`src/hw/smr_pkg.sv`:
```
// Purpose: Shared constants and types for the supply monitor reset control block
// Assumes: 100 MHz reference clock, classic Wishbone register access
// Notes:   Register offsets are byte addresses of aligned 32-bit words
`default_nettype none
package smr_pkg;
    // Register byte offsets
    localparam logic [3:0] ADDR_DETECT_CONTROL = 4'h0;  // detect_control_reg
    localparam logic [3:0] ADDR_DETECT_LEVEL   = 4'h4;  // detect_level_reg
    localparam logic [3:0] ADDR_RESET_SOURCE   = 4'h8;  // reset_source_flags
    localparam logic [3:0] ADDR_OPTION_VIEW    = 4'hc;  // loaded option byte

    // Field positions
    localparam int BIT_BELOW_FLAG   = 0;  // below_level_flag in control reg
    localparam int BIT_LEVEL_SELECT = 0;  // level_select_bit in level reg
    localparam int BIT_ACTION_MODE  = 7;  // action_mode_bit in level reg
    localparam int BIT_DET_RESET    = 0;  // detector_reset_flag in source flags
    localparam int BIT_MODE_LO      = 0;  // option byte mode select low
    localparam int BIT_MODE_HI      = 1;  // option byte mode select high

    // Level register reset values per mode
    localparam logic [7:0] LEVEL_RST_INT_RST = 8'h00;
    localparam logic [7:0] LEVEL_RST_RST     = 8'h81;
    localparam logic [7:0] LEVEL_RST_INT     = 8'h01;

    // Option byte location, carried for reference by the loader
    localparam logic [19:0] OPTION_ADDR = 20'h000c1;
    localparam int          LEVEL_SETTINGS = 14;

    // Timing (ns) and cycle counts at 10 ns
    localparam int CLK_PERIOD_NS    = 10;
    localparam int T_DET_PROC_NS    = 51100;   // 0.0511 ms typical
    localparam int T_DET_PROC_MAX   = 70100;   // 0.0701 ms maximum
    localparam int T_FIRST_LVD_NS   = 672000;  // 0.672 ms
    localparam int T_FIRST_NOLVD_NS = 399000;  // 0.399 ms
    localparam int T_NEXT_LVD_NS    = 531000;  // 0.531 ms
    localparam int T_NEXT_NOLVD_NS  = 259000;  // 0.259 ms
    localparam int CYC_DET_PROC     = T_DET_PROC_NS / CLK_PERIOD_NS;
    localparam int CYC_FIRST_LVD    = T_FIRST_LVD_NS / CLK_PERIOD_NS;
    localparam int CYC_FIRST_NOLVD  = T_FIRST_NOLVD_NS / CLK_PERIOD_NS;
    localparam int CYC_NEXT_LVD     = T_NEXT_LVD_NS / CLK_PERIOD_NS;
    localparam int CYC_NEXT_NOLVD   = T_NEXT_NOLVD_NS / CLK_PERIOD_NS;

    // Detector operating modes from option byte
    typedef enum logic [1:0] {
        MODE_OFF     = 2'b00,
        MODE_INT     = 2'b01,
        MODE_INT_RST = 2'b10,
        MODE_RST     = 2'b11
    } smr_mode_t;

    // Comparator results, high means supply below level
    typedef struct packed {
        logic below_high;    // below high_detect_level
        logic below_low;     // below low_detect_level
        logic below_single;  // below single_detect_level
    } smr_cmp_t;
endpackage : smr_pkg
`default_nettype wire

```
`src/hw/smr_top.sv`:
```
// Purpose: Supply detector reset and interrupt control with reset cause record
// Assumes: Comparators are asynchronous; option byte stable once load strobe seen
// Notes:   Internal reset output stays high through every processing interval
//          Processing counts are parameters so a bench may shorten them
//          Writes take effect at the edge that takes the request
//
// Notes on behaviour
// - Mode and levels come from option byte
// - Fourteen level settings, block uses comparator results
// - Mode 1,0: irq below high, reset below low
// - Mode 1,0: release reset at high level
// - Mode 1,1: reset below single level, release above
// - Mode 0,1: hold reset until single level reached
// - Mode 0,1: irq on every crossing after release
// - First irq sets level and action bits; here only in mode 1,0
// - Control bit 0 shows below-level flag
// - Detector reset sets source flag bit 0
// - Mode 1,0 processing up to 0.0701 ms
// - Detector-only reset recovery waits 0.0511 ms
// - First external release, detector on: 0.672 ms
// - First external release, detector off: 0.399 ms
// - Later external release, detector on: 0.531 ms
// - Later external release, detector off: 0.259 ms
// - Intervals include oscillator stabilisation time
// - Detector keeps working in STOP mode
// - Action bit picks irq/reset, level bit picks level; here action only reads back, level only steers the control flag
// - Power-on reset clears all source flags
// - Reading source flags clears them
//
// The register offsets and the Wishbone interface to the registers were chosen for this implementation.
`default_nettype none
module smr_top #(
    parameter int CYC_FIRST_LVD   = smr_pkg::CYC_FIRST_LVD,   // first release, detector on
    parameter int CYC_FIRST_NOLVD = smr_pkg::CYC_FIRST_NOLVD, // first release, detector off
    parameter int CYC_NEXT_LVD    = smr_pkg::CYC_NEXT_LVD,    // later release, detector on
    parameter int CYC_NEXT_NOLVD  = smr_pkg::CYC_NEXT_NOLVD,  // later release, detector off
    parameter int CYC_DET_PROC    = smr_pkg::CYC_DET_PROC     // detector reset processing
) (
    // Clock and power-on reset
    input  wire logic       REF_CLK_I,
    input  wire logic       RST_I,
    // External reset pin, active low, asynchronous
    input  wire logic       EXT_RST_N_I,
    // Option byte contents and load strobe
    input  wire logic [7:0] OPTION_BYTE_I,
    input  wire logic       OPTION_LOAD_I,
    // Analog comparator results
    input  wire logic       BELOW_HIGH_I,
    input  wire logic       BELOW_LOW_I,
    input  wire logic       BELOW_SINGLE_I,
    // Wishbone slave
    input  wire logic       CYC_I,
    input  wire logic       STB_I,
    input  wire logic       WE_I,
    input  wire logic [3:0] ADR_I,
    input  wire logic [3:0] SEL_I,
    input  wire logic [31:0] DAT_I,
    output logic [31:0]     DAT_O,
    output logic            ACK_O,
    // Reset and interrupt outputs
    output logic            INT_RESET_O,
    output logic            LOW_SUPPLY_IRQ_O
);
    // Counter width covers the longest interval
    // 17 bits hold the longest default count with room
    localparam int CW = 17;

    // Synchroniser stages
    // Level choice arrives as comparator results
    // Threshold tables live in the analog part;
    // only the three below-level answers reach here
    smr_pkg::smr_cmp_t cmp_s1_reg;       // first stage, read only by second
    smr_pkg::smr_cmp_t cmp_reg;          // synchronised comparators
    logic [1:0]        ext_sync_reg;     // external reset pin synchroniser

    // Option byte and derived mode
    logic [7:0]          option_reg;     // loaded option byte
    logic                opt_valid_reg;  // option byte loaded
    smr_pkg::smr_mode_t  mode;           // decoded mode
    logic                det_on;         // detector enabled

    // Block state
    logic       level_sel_reg;           // level_select_bit
    logic       action_reg;              // action_mode_bit
    logic       det_rst_reg;             // detector reset request active
    logic       det_flag_reg;            // detector_reset_flag
    logic       released_once_reg;       // first external release done
    logic       prev_below_reg;          // previous single-level state
    logic       prev_high_reg;           // previous high-level state
    logic       first_irq_done_reg;      // first irq seen in mode 1,0
    logic [CW-1:0] proc_cnt_reg;         // processing interval counter
    // Registered outputs, one register each
    logic       ack_reg;                 // bus acknowledge
    logic [31:0] dat_reg;                // read data, zero when idle
    logic       irq_reg;                 // low_supply_irq pulse
    logic       int_rst_reg;             // CPU reset level

    // Reset sequencer states
    typedef enum logic [1:0] {
        SEQ_HOLD,      // external or detector reset asserted
        SEQ_PROC,      // processing interval running
        SEQ_RUN        // CPU released
    } smr_seq_t;
    smr_seq_t seq_reg;                   // sequencer state

    // Option load refused while the CPU runs, so a
    // stray strobe cannot change the mode under software
    wire opt_take = OPTION_LOAD_I && (seq_reg != SEQ_RUN);

    assign mode   = smr_pkg::smr_mode_t'(option_reg[smr_pkg::BIT_MODE_HI:smr_pkg::BIT_MODE_LO]);
    // Detector counts as off until the byte has landed
    assign det_on = opt_valid_reg && (mode != smr_pkg::MODE_OFF);

    // Bus decode
    // A request is taken once; the ack flop masks the
    // second edge of the same cycle so nothing repeats
    wire bus_req   = CYC_I && STB_I && !ack_reg;
    wire bus_wr    = bus_req && WE_I;
    wire bus_rd    = bus_req && !WE_I;
    wire hit_ctl   = (ADR_I == smr_pkg::ADDR_DETECT_CONTROL);
    wire hit_lvl   = (ADR_I == smr_pkg::ADDR_DETECT_LEVEL);
    wire hit_src   = (ADR_I == smr_pkg::ADDR_RESET_SOURCE);
    wire hit_opt   = (ADR_I == smr_pkg::ADDR_OPTION_VIEW);
    wire src_rd_clr = bus_rd && hit_src && SEL_I[0];
    // Level register writable only in mode 1,0;
    // other modes keep their load-time values
    wire lvl_wr    = bus_wr && hit_lvl && SEL_I[0] && (mode == smr_pkg::MODE_INT_RST);

    // Below-level flag per current level
    // Mode 1,0 follows the selected level, others the single one
    wire below_now = (mode == smr_pkg::MODE_INT_RST) ?
                     (level_sel_reg ? cmp_reg.below_low : cmp_reg.below_high) : cmp_reg.below_single;
    // Reads zero while the detector is off
    wire below_flag = det_on && below_now;

    // Read mux
    // Data sits in the low byte, upper bits read zero;
    // unmapped offsets read zero as well
    wire [31:0] rd_data = hit_ctl ? {31'h0, below_flag} :
                          hit_lvl ? {24'h0, action_reg, 6'h0, level_sel_reg} :
                          hit_src ? {31'h0, det_flag_reg} :
                          hit_opt ? {24'h0, option_reg} : 32'h0;

    // Detector reset decisions per mode
    logic det_rst_next;
    logic irq_next;
    // Default holds the reset request and raises no irq;
    // each mode then overrides what it decides
    always_comb begin
        det_rst_next = det_rst_reg;
        irq_next     = 1'b0;
        unique case (mode)
            smr_pkg::MODE_INT_RST: begin
                if (cmp_reg.below_low)
                    det_rst_next = 1'b1;
                else if (!cmp_reg.below_high)
                    det_rst_next = 1'b0;
                if (!det_rst_reg && cmp_reg.below_high && !prev_high_reg)
                    irq_next = 1'b1;
            end
            smr_pkg::MODE_RST: begin
                det_rst_next = cmp_reg.below_single;
            end
            smr_pkg::MODE_INT: begin
                if (!cmp_reg.below_single)
                    det_rst_next = 1'b0;
                if (!det_rst_reg && (cmp_reg.below_single != prev_below_reg))
                    irq_next = 1'b1;
            end
            smr_pkg::MODE_OFF: begin
                // Detector off, the pin alone holds reset
                det_rst_next = 1'b0;
            end
        endcase
        // Hold from reset until loaded
        // Clearing here would lose the power-on hold of
        // mode 0,1 before the mode is even known
        if (!opt_valid_reg) begin
            det_rst_next = det_rst_reg;
            irq_next     = 1'b0;
        end
    end

    // Processing interval length for the current release
    // Typical times, all under the stated maximums
    // External release lengths
    wire [CW-1:0] ext_len = !released_once_reg ?
                            (det_on ? CW'(CYC_FIRST_LVD) : CW'(CYC_FIRST_NOLVD)) :
                            (det_on ? CW'(CYC_NEXT_LVD) : CW'(CYC_NEXT_NOLVD));
    wire [CW-1:0] det_len = CW'(CYC_DET_PROC);
    // Pin low means held; synced value only
    wire ext_held = !ext_sync_reg[1];
    // Any source keeps the CPU in reset
    wire any_hold = ext_held || det_rst_reg || !opt_valid_reg;

    // Synchronisers
    // Two flops per asynchronous input, first read only by second
    // Two-stage comparator sync
    always_ff @(posedge REF_CLK_I or posedge RST_I) begin
        if (RST_I) begin
            cmp_s1_reg   <= '0;
            cmp_reg      <= '0;
            // Pin reads as held until two clean samples
            ext_sync_reg <= 2'b00;
        end else begin
            cmp_s1_reg   <= '{BELOW_HIGH_I, BELOW_LOW_I, BELOW_SINGLE_I};
            cmp_reg      <= cmp_s1_reg;
            ext_sync_reg <= {ext_sync_reg[0], EXT_RST_N_I};
        end
    end

    // Option byte capture
    // Loaded on each strobe outside SEQ_RUN, refused while running
    // Load before operation
    always_ff @(posedge REF_CLK_I or posedge RST_I) begin
        if (RST_I) begin
            option_reg    <= 8'h00;
            opt_valid_reg <= 1'b0;
        end else if (opt_take) begin
            // Byte and valid flag land together
            option_reg    <= OPTION_BYTE_I;
            opt_valid_reg <= 1'b1;
        end
    end

    // Detector state, level bits and edge history
    // Keeps running while the CPU is stopped or held
    // Runs regardless of CPU stop
    always_ff @(posedge REF_CLK_I or posedge RST_I) begin
        if (RST_I) begin
            det_rst_reg        <= 1'b1;
            prev_below_reg     <= 1'b0;
            prev_high_reg      <= 1'b0;
            level_sel_reg      <= 1'b0;
            action_reg         <= 1'b0;
            first_irq_done_reg <= 1'b0;
            irq_reg            <= 1'b0;
        end else begin
            det_rst_reg    <= det_rst_next;
            // Edge history for crossing detection
            prev_below_reg <= cmp_reg.below_single;
            prev_high_reg  <= cmp_reg.below_high;
            irq_reg        <= irq_next;
            // Priority: reset values, then first irq, then software
            if (opt_take || (ext_held && !det_rst_reg)) begin
                // Non-detector reset sets level reg by mode
                unique case (smr_pkg::smr_mode_t'(opt_take ? OPTION_BYTE_I[1:0] : option_reg[1:0]))
                    smr_pkg::MODE_RST: {action_reg, level_sel_reg} <= 2'b11;
                    smr_pkg::MODE_INT: {action_reg, level_sel_reg} <= 2'b01;
                    default:           {action_reg, level_sel_reg} <= 2'b00;
                endcase
                first_irq_done_reg <= 1'b0;
            end else if (irq_next && mode == smr_pkg::MODE_INT_RST && !first_irq_done_reg) begin
                level_sel_reg      <= 1'b1;
                action_reg         <= 1'b1;
                first_irq_done_reg <= 1'b1;
            end else if (lvl_wr) begin
                level_sel_reg <= DAT_I[smr_pkg::BIT_LEVEL_SELECT];
                action_reg    <= DAT_I[smr_pkg::BIT_ACTION_MODE];
            end
        end
    end

    // Reset source flag
    // Set on the edge a detector hold starts; cleared by a byte read or pin reset
    // Power-on reset clears flags
    always_ff @(posedge REF_CLK_I or posedge RST_I) begin
        if (RST_I) begin
            det_flag_reg <= 1'b0;
        end else if (det_rst_next && !det_rst_reg && opt_valid_reg) begin
            // Detector reset sets flag, set wins
            det_flag_reg <= 1'b1;
        end else if (src_rd_clr || (ext_held && !det_rst_reg)) begin
            // Byte read or external reset clears the cause
            det_flag_reg <= 1'b0;
        end
    end

    // Reset release sequencer
    // Counts the interval down, restarts on any new hold
    // Intervals cover oscillator settling
    always_ff @(posedge REF_CLK_I or posedge RST_I) begin
        if (RST_I) begin
            seq_reg           <= SEQ_HOLD;
            proc_cnt_reg      <= '0;
            released_once_reg <= 1'b0;
            int_rst_reg       <= 1'b1;
        end else begin
            unique case (seq_reg)
                SEQ_HOLD: begin
                    // CPU kept in reset while any source holds
                    int_rst_reg <= 1'b1;
                    if (!any_hold) begin
                        // Detector cause picks the short interval
                        seq_reg      <= SEQ_PROC;
                        proc_cnt_reg <= det_flag_reg ? det_len : ext_len;
                    end
                end
                SEQ_PROC: begin
                    if (any_hold) begin
                        seq_reg <= SEQ_HOLD;
                    end else if (proc_cnt_reg <= CW'(1)) begin
                        // Interval over, let the CPU go
                        seq_reg           <= SEQ_RUN;
                        int_rst_reg       <= 1'b0;
                        released_once_reg <= 1'b1;
                    end else begin
                        proc_cnt_reg <= proc_cnt_reg - CW'(1);
                    end
                end
                SEQ_RUN: begin
                    // New hold takes the CPU back at once
                    if (any_hold) begin
                        seq_reg     <= SEQ_HOLD;
                        int_rst_reg <= 1'b1;
                    end
                end
            endcase
        end
    end

    // Wishbone answer, one wait state
    // Ack follows the taking edge by one cycle and lasts one;
    // data outside ack reads zero so stale values never show
    always_ff @(posedge REF_CLK_I or posedge RST_I) begin
        if (RST_I) begin
            ack_reg <= 1'b0;
            dat_reg <= 32'h0;
        end else begin
            ack_reg <= bus_req;
            dat_reg <= bus_rd ? rd_data : 32'h0;
        end
    end

    // Outputs straight from flip-flops
    // No logic between the flops and the pins
    assign ACK_O            = ack_reg;
    assign DAT_O            = dat_reg;
    assign INT_RESET_O      = int_rst_reg;
    assign LOW_SUPPLY_IRQ_O = irq_reg;
endmodule : smr_top
`default_nettype wire

```
`config.mk`:
```
export PLATFORM = sky130hd
export DESIGN_NAME = smr_top
export DESIGN_NICKNAME = d
export VERILOG_FILES = /design/src/hw/smr_pkg.sv /design/src/hw/smr_top.sv
export SDC_FILE = /design/constraint.sdc
export NUM_CORES = 1
export LEC_CHECK = 0
export ABC_AREA = 1
export ABC_CLOCK_PERIOD_IN_PS = 3500
export BUFFER_PORTS_ARGS = -buffer_cell sky130_fd_sc_hd__buf_2
export CORE_AREA = 2 2 75 94
export DETAILED_ROUTE_END_ITERATION = 8
export DIE_AREA = 0 0 77 96
export PLACE_DENSITY = 0.76
export SLEW_MARGIN = 20
export SYNTH_ARGS = -nofsm -noshare
export SYNTH_HDL_FRONTEND = slang
export SYNTH_SLANG_ARGS = --single-unit
```
`constraint.sdc`:
```
create_clock -name REF_CLK_I -period 3.5 [get_ports REF_CLK_I]
set_input_delay 0.35 -clock REF_CLK_I [delete_from_list [all_inputs] [get_ports REF_CLK_I]]
set_output_delay 0.35 -clock REF_CLK_I [all_outputs]
set_load 0.01 [all_outputs]
```
==> flow_metrics.env, run 1 <==
export IMPL_antenna_cells=0
export IMPL_worstSetupPathType="reg -> reg"
export IMPL_yosys_area_share_xor_xnor_pct=1.11
export IMPL_final_util_pct=52.5
export IMPL_yosys_area_share_simple_pct=28.6
export IMPL_yosysUniqueCellTypes=38
export IMPL_synth_compound_area_share_pct=8.79
export IMPL_path_max_fanout=26
export IMPL_period_share_pct=65.9
export IMPL_p_leak_nw=1.84
export IMPL_maxSlewHeadroom_pct=44.7
export IMPL_antenna_found_initial=0
export IMPL_htree_num_levels=2
export IMPL_num_nets_final=513
export IMPL_clk_path_buf_depth=2
export IMPL_rows=33
export IMPL_yosysSeqAreaShare_pct=43.6
export IMPL_first_iter_violations=145
export IMPL_synthAdderAreaFrac_pct=5.14
export IMPL_worst_ep_required_time_ns=3.74
export IMPL_setup_viol=0
export IMPL_post_cts_buffers=0
export IMPL_fin_tns_setup_ns=0
export IMPL_start_kind="register"
export IMPL_rsz0062_at_grt="false"
export IMPL_final_area_um2=3420
export IMPL_syn_area_um2=3160
export IMPL_grt_pass1_wl_mm=10.7
export IMPL_cts_resized=0
export IMPL_power_density_nw_per_um2=637
export IMPL_initial_core_util_pct=48.5
export IMPL_vias_per_cell=4.91
export IMPL_die_h_um=96
export IMPL_avgSynthCellArea_um2=7.83
export IMPL_vias=2604
export IMPL_cts_root_buf="clkbuf_8"
export IMPL_crit_arrival_ns=2.55
export IMPL_period_needed_ns=2.31
export IMPL_drive_gt1_share_pct=15.6
export IMPL_numClockSinks=55
export IMPL_area_delta_synth_final_pct=8.31
export IMPL_ioPinCount=93
export IMPL_synth_top_family_by_area="simple AND/OR/NAND/NOR gates"
export IMPL_drv_cap=0
export IMPL_gp_congestion=0.831
export IMPL_final_cell_mix="111 x nand2_1, 53 x dfrtp_1, 46 x inv_1, 40 x nor2_1, 35 x buf_2"
export IMPL_use_met2_pct=34.5
export IMPL_dp_hpwl_mm=4.77
export IMPL_yosysTopAreaCell="dfrtp_1"
export IMPL_synth_area_leaders="dfrtp_1 42%, nand2_1 13%, buf_4 5.7%"
export IMPL_drc=0
export IMPL_largest_reg_flops=17
export IMPL_synth_edff_count=0
export IMPL_yosys_warnings=0
export IMPL_place_area_um2=3330
export IMPL_fmax_mhz=434
export IMPL_port_buffers=35
export IMPL_hold_path_class="in -> reg"
export IMPL_slew_violations=0
export IMPL_synthMuxAreaShare_pct=0
export IMPL_worst_setup_path_end_kind="register"
export IMPL_ant_nets=0
export IMPL_finalHoldViolations=0
export IMPL_ctsHoldBuffers=0
export IMPL_final_common_cell="nand2_1"
export IMPL_met1_usage_pct=19.6
export IMPL_status="complete, no violations"
export IMPL_overflow=0
export IMPL_grt_pass1_vias=2537
export IMPL_tightest_slew_ns=0.828
export IMPL_worst_clock_skew_ns=0.00856
export IMPL_power_total_mw=2.18
export IMPL_async_flop_share_pct=100
export IMPL_first_pass_iters=4
export IMPL_cts_made_buffers=5
export IMPL_grt_start_max_net_pins=39
export IMPL_irDropWorstVdd_mv=0.282
export IMPL_die_w_um=77
export IMPL_yosys_area_top_type_share_pct=41.9
export IMPL_cts_tree="done"
export IMPL_core_um2=6520
export IMPL_synth_cells=404
export IMPL_ys_seq_elements=55
export IMPL_use_met3_pct=2.72
export IMPL_dieArea_um2=7390
export IMPL_top_usage_layer="met2"
export IMPL_worstSkewPairLatency_ns=0.32
export IMPL_ys_flop_type="dfrtp_1"
export IMPL_clkSlewWorstSetupHoldPaths_ns=0.11
export IMPL_grt_total_usage_pct=18.1
export IMPL_wl_mm=6.25
export IMPL_wl_per_cell_um=11.8
through the flow:
stage          hold slack [ns]  setup slack [ns]  instances
2_1_floorplan            0.331              1.81        427
3_3_place_gp             0.333              1.30        522
3_5_place_dp             0.336              1.25        522
4_1_cts                  0.123              1.22        530
5_1_grt                  0.117              1.03        530
6_report                 0.132              1.19        530
where the power goes:
group          leakage (nW)  internal [mW]  switching [mW]
clock network        0.0467          0.149           0.229
registers             0.688          0.761           0.124
logic                  1.10          0.311           0.609
synthesized netlist by cell type, types with 2 or more instances:
master / count
a21oi_1: 12
buf_4: 24
buf_6: 2
dfrtp_1: 53
dfstp_2: 2
ha_1: 13
inv_1: 47
inv_2: 2
nand2_1: 111
nand3_1: 30
nand3_2: 2
nand4_1: 5
nor2_1: 40
nor2_2: 5
nor3_1: 4
o21ai_0: 17
o21ai_1: 3
o21ai_2: 8
o22ai_1: 3
xnor2_1: 2
xor2_1: 2
metal layers:
| layer | vias to the layer above | wire [µm] |
|---|---|---|
| li1 | 1304 | - |
| met5 | - | 0 |
| met2 | 77 | 3290 |
| met1 | 1210 | 2560 |
| met3 | 13 | 277 |
| met4 | 0 | 127 |
area by class of cell:
class | instances | area (µm²)
Fill cell | 630 | 3100
Multi-Input combinational cell | 294 | 1470
Sequential cell | 55 | 1380
Inverter | 50 | 188
Timing Repair Buffer | 36 | 183
Tap cell | 87 | 109
Clock buffer | 5 | 68.8
Clock inverter | 3 | 27.5
worst paths after layout:
kind                            slack, ns                          end  depth (start not counted)               startpoint
worst max-delay path                 1.19  proc_cnt_reg[2]$_DFFE_PP0P_                          8   seq_reg[1]$_DFFE_PP0P_
worst max register to register       1.19  proc_cnt_reg[2]$_DFFE_PP0P_                          8   seq_reg[1]$_DFFE_PP0P_
worst min register to register       0.36         cmp_reg[1]$_DFF_PP0_                          0  cmp_s1_reg[1]$_DFF_PP0_
worst min-delay path                 0.13      cmp_s1_reg[1]$_DFF_PP0_                          1              BELOW_LOW_I
min in group asynchronous            0.19    option_reg[1]$_DFFE_PP0P_                          2                    RST_I
max in group asynchronous            2.51      INT_RESET_O$_DFFE_PP1P_                          3                    RST_I
kinds of logic after synthesis:
family,after synthesis
AO/OA/AOI/OAI,47
XOR/XNOR,4
adder cells (fa/ha/maj),13
buffers and inverters,78
flip-flops,55
other,1
AND/OR/NAND/NOR,206
critical path, cell delays in order (launching register included):
cell     delay, ns
dfrtp_1       0.41
inv_1         0.08
ha_1          0.53
inv_2         0.23
nor2_1        0.28
nand3_4       0.19
nand2_4       0.31
nand2_1       0.12
o21ai_2       0.07
Note: power is estimated with default switching activity, not from simulation.
==> inputs of run 2 (changes only) <==
- ABC_CLOCK_PERIOD_IN_PS: 3500 -> 1900
- CORE_AREA: 2 2 75 94 -> 2 2 77 97
- DIE_AREA: 0 0 77 96 -> 0 0 79 99
- PLACE_DENSITY: 0.76 -> 0.75
- clock period: 3.5 -> 1.9 ns (I/O delays scaled with it)
==> run 2 against run 1 <==
First-iteration DRC count down 9.0%. Highest routed layer unchanged. Critical path depth up 3. Routed wire length up 3.9%. Maximum frequency up 32%. Largest power group unchanged. Cell count up 3.4%. Critical path type unchanged.
==> flow_metrics.env, run 2 (same netlist as run 1, synthesis figures left out) <==
export IMPL_final_common_cell="nand2_1"
export IMPL_period_needed_ns=1.75
export IMPL_tightest_slew_ns=0.579
export IMPL_wl_mm=6.50
export IMPL_p_leak_nw=1.91
export IMPL_drive_gt1_share_pct=18.1
export IMPL_comb_power_share_pct=43.5
export IMPL_maxSlewHeadroom_pct=61.4
export IMPL_gp_congestion=0.861
export IMPL_grt_pass1_vias=2625
export IMPL_port_buffers=35
export IMPL_cts_tree="done"
export IMPL_path_cells="inv_1 -> ha_1 -> inv_1 -> nand2_1 -> inv_1 -> nor2_1 -> inv_1 -> nand3_1 -> nand2_1 -> nand2_1 -> nand2_1"
export IMPL_worstSkewPairLatency_ns=0.31
export IMPL_power_total_mw=4.10
export IMPL_rows=34
export IMPL_worst_clock_skew_ns=0.00539
export IMPL_antenna_cells=0
export IMPL_top_usage_layer="met2"
export IMPL_initial_core_util_pct=45.9
export IMPL_worst_ep_required_time_ns=2.11
export IMPL_switching_share_pct=43.5
export IMPL_ant_nets=0
export IMPL_status="complete, no violations"
export IMPL_finalHoldViolations=0
export IMPL_whs_ns=0.0707
export IMPL_crit_arrival_ns=1.96
export IMPL_hold_path_class="in -> reg"
export IMPL_grt_pass1_wl_mm=11.3
export IMPL_post_place_cells=535
export IMPL_setup_viol=0
export IMPL_final_cells=548
export IMPL_cts_made_buffers=5
export IMPL_met1_usage_pct=20.6
export IMPL_irDropWorstVdd_mv=0.740
export IMPL_intPower_mw=2.32
export IMPL_clk_path_buf_depth=2
export IMPL_grt_start_max_net_pins=30
export IMPL_cts_root_buf="clkbuf_8"
export IMPL_use_met2_pct=34.2
export IMPL_ioPinCount=93
export IMPL_overflow=0
export IMPL_core_um2=6890
export IMPL_crit_buf_inv=4
export IMPL_dp_hpwl_mm=5.08
export IMPL_crit_family="simple AND/OR/NAND/NOR gates"
export IMPL_fmax_mhz=572
export IMPL_first_pass_iters=4
export IMPL_start_kind="register"
export IMPL_wl_per_cell_um=11.9
export IMPL_power_switching_mw=1.78
export IMPL_power_density_nw_per_um2=1150
export IMPL_dieArea_um2=7820
export IMPL_numClockSinks=55
export IMPL_reg2reg_depth=11
export IMPL_post_cts_buffers=0
export IMPL_use_met3_pct=2.66
export IMPL_worstSetupPathType="reg -> reg"
export IMPL_worstHoldPathCells=3
export IMPL_final_cell_mix="111 x nand2_1, 53 x dfrtp_1, 45 x inv_1, 40 x nor2_1, 35 x buf_2"
export IMPL_grt_total_usage_pct=18.0
export IMPL_drv_cap=0
export IMPL_largest_reg_flops=17
export IMPL_worst_setup_path_end_kind="register"
export IMPL_htree_num_levels=2
export IMPL_cp_depth=11
export IMPL_clkSlewWorstSetupHoldPaths_ns=0.10
export IMPL_drc=0
export IMPL_area_delta_synth_final_pct=12.8
export IMPL_slew_violations=0
export IMPL_slowest_delay_ns=0.41
export IMPL_die_w_um=79
export IMPL_vias_per_cell=4.85
export IMPL_die_h_um=99
export IMPL_period_share_pct=92.0
export IMPL_crit_slowest_cell="dfrtp_1"
export IMPL_vias=2658
export IMPL_seqPwrFrac_pct=40.2
export IMPL_p_clk_share_pct=16.3
export IMPL_path_max_fanout=6
export IMPL_first_iter_violations=132
export IMPL_num_nets_final=528
export IMPL_antenna_found_initial=0
==> run 2: final timing paths <==
kind	to	start	slack, ns
max in group asynchronous	proc_cnt_reg[13]$_DFFE_PP0P_	RST_I	0.84
min in group asynchronous	prev_below_reg$_DFF_PP0_	RST_I	0.49
max	action_reg$_DFFE_PP0P_	seq_reg[0]$_DFFE_PP0P_	0.15
min	option_reg[7]$_DFFE_PP0P_	OPTION_BYTE_I[7]	0.07
min reg2reg	ext_sync_reg[1]$_DFF_PP0_	ext_sync_reg[0]$_DFF_PP0_	0.36
max reg2reg	action_reg$_DFFE_PP0P_	seq_reg[0]$_DFFE_PP0P_	0.15
==> run 2: repair_timing <==
action                                 4_1_cts  5_1_grt
resized for setup                            0        5
hold buffers                                 5        0
setup endpoints to repair                    0       19
endpoints found under the hold margin       28        0
==> run 2: cell type report <==
class | instances | area [µm²]
repair buffers | 51 | 308
inverters | 50 | 188
fillers | 685 | 3330
well taps | 90 | 113
clock inverters | 3 | 22.5
multi-input cells | 294 | 1490
flip-flops and latches | 55 | 1380
clock buffers | 5 | 68.8
==> run 2: power groups by stage <==
stage	combinational (mW)	clock (mW)	sequential, mW
finish	1.78	0.667	1.65
detailed placement	1.76	0	1.66
global route	2.06	0.746	1.68
global placement	1.70	0	1.65
CTS	1.78	0.689	1.64
floorplan	1.43	0	1.59
==> run 2: tightest hold or removal path, stage by stage <==
cell     delay, ns
buf_2         0.07
nand2_1       0.04
nand2_1       0.04
==> run 2: metrics by stage <==
stage	setup slack, ns	instance area (µm²)	util [%]	TNS (ns)
detailed placement	0.0526	3410	49.4	0
global placement	0.125	3410	49.4	0
CTS	0.0296	3550	51.5	0
global route	-0.000552	3570	51.7	-0.000552
finish	0.152	3570	51.7	0
floorplan	0.274	3250	-	0
==> run 2: metal layers <==
layer / wire length [µm] / vias to the layer above
li1: - / 1343
met1: 2660 / 1246
met2: 3530 / 61
met3: 229 / 8
met4: 77 / 0
met5: 0 / -
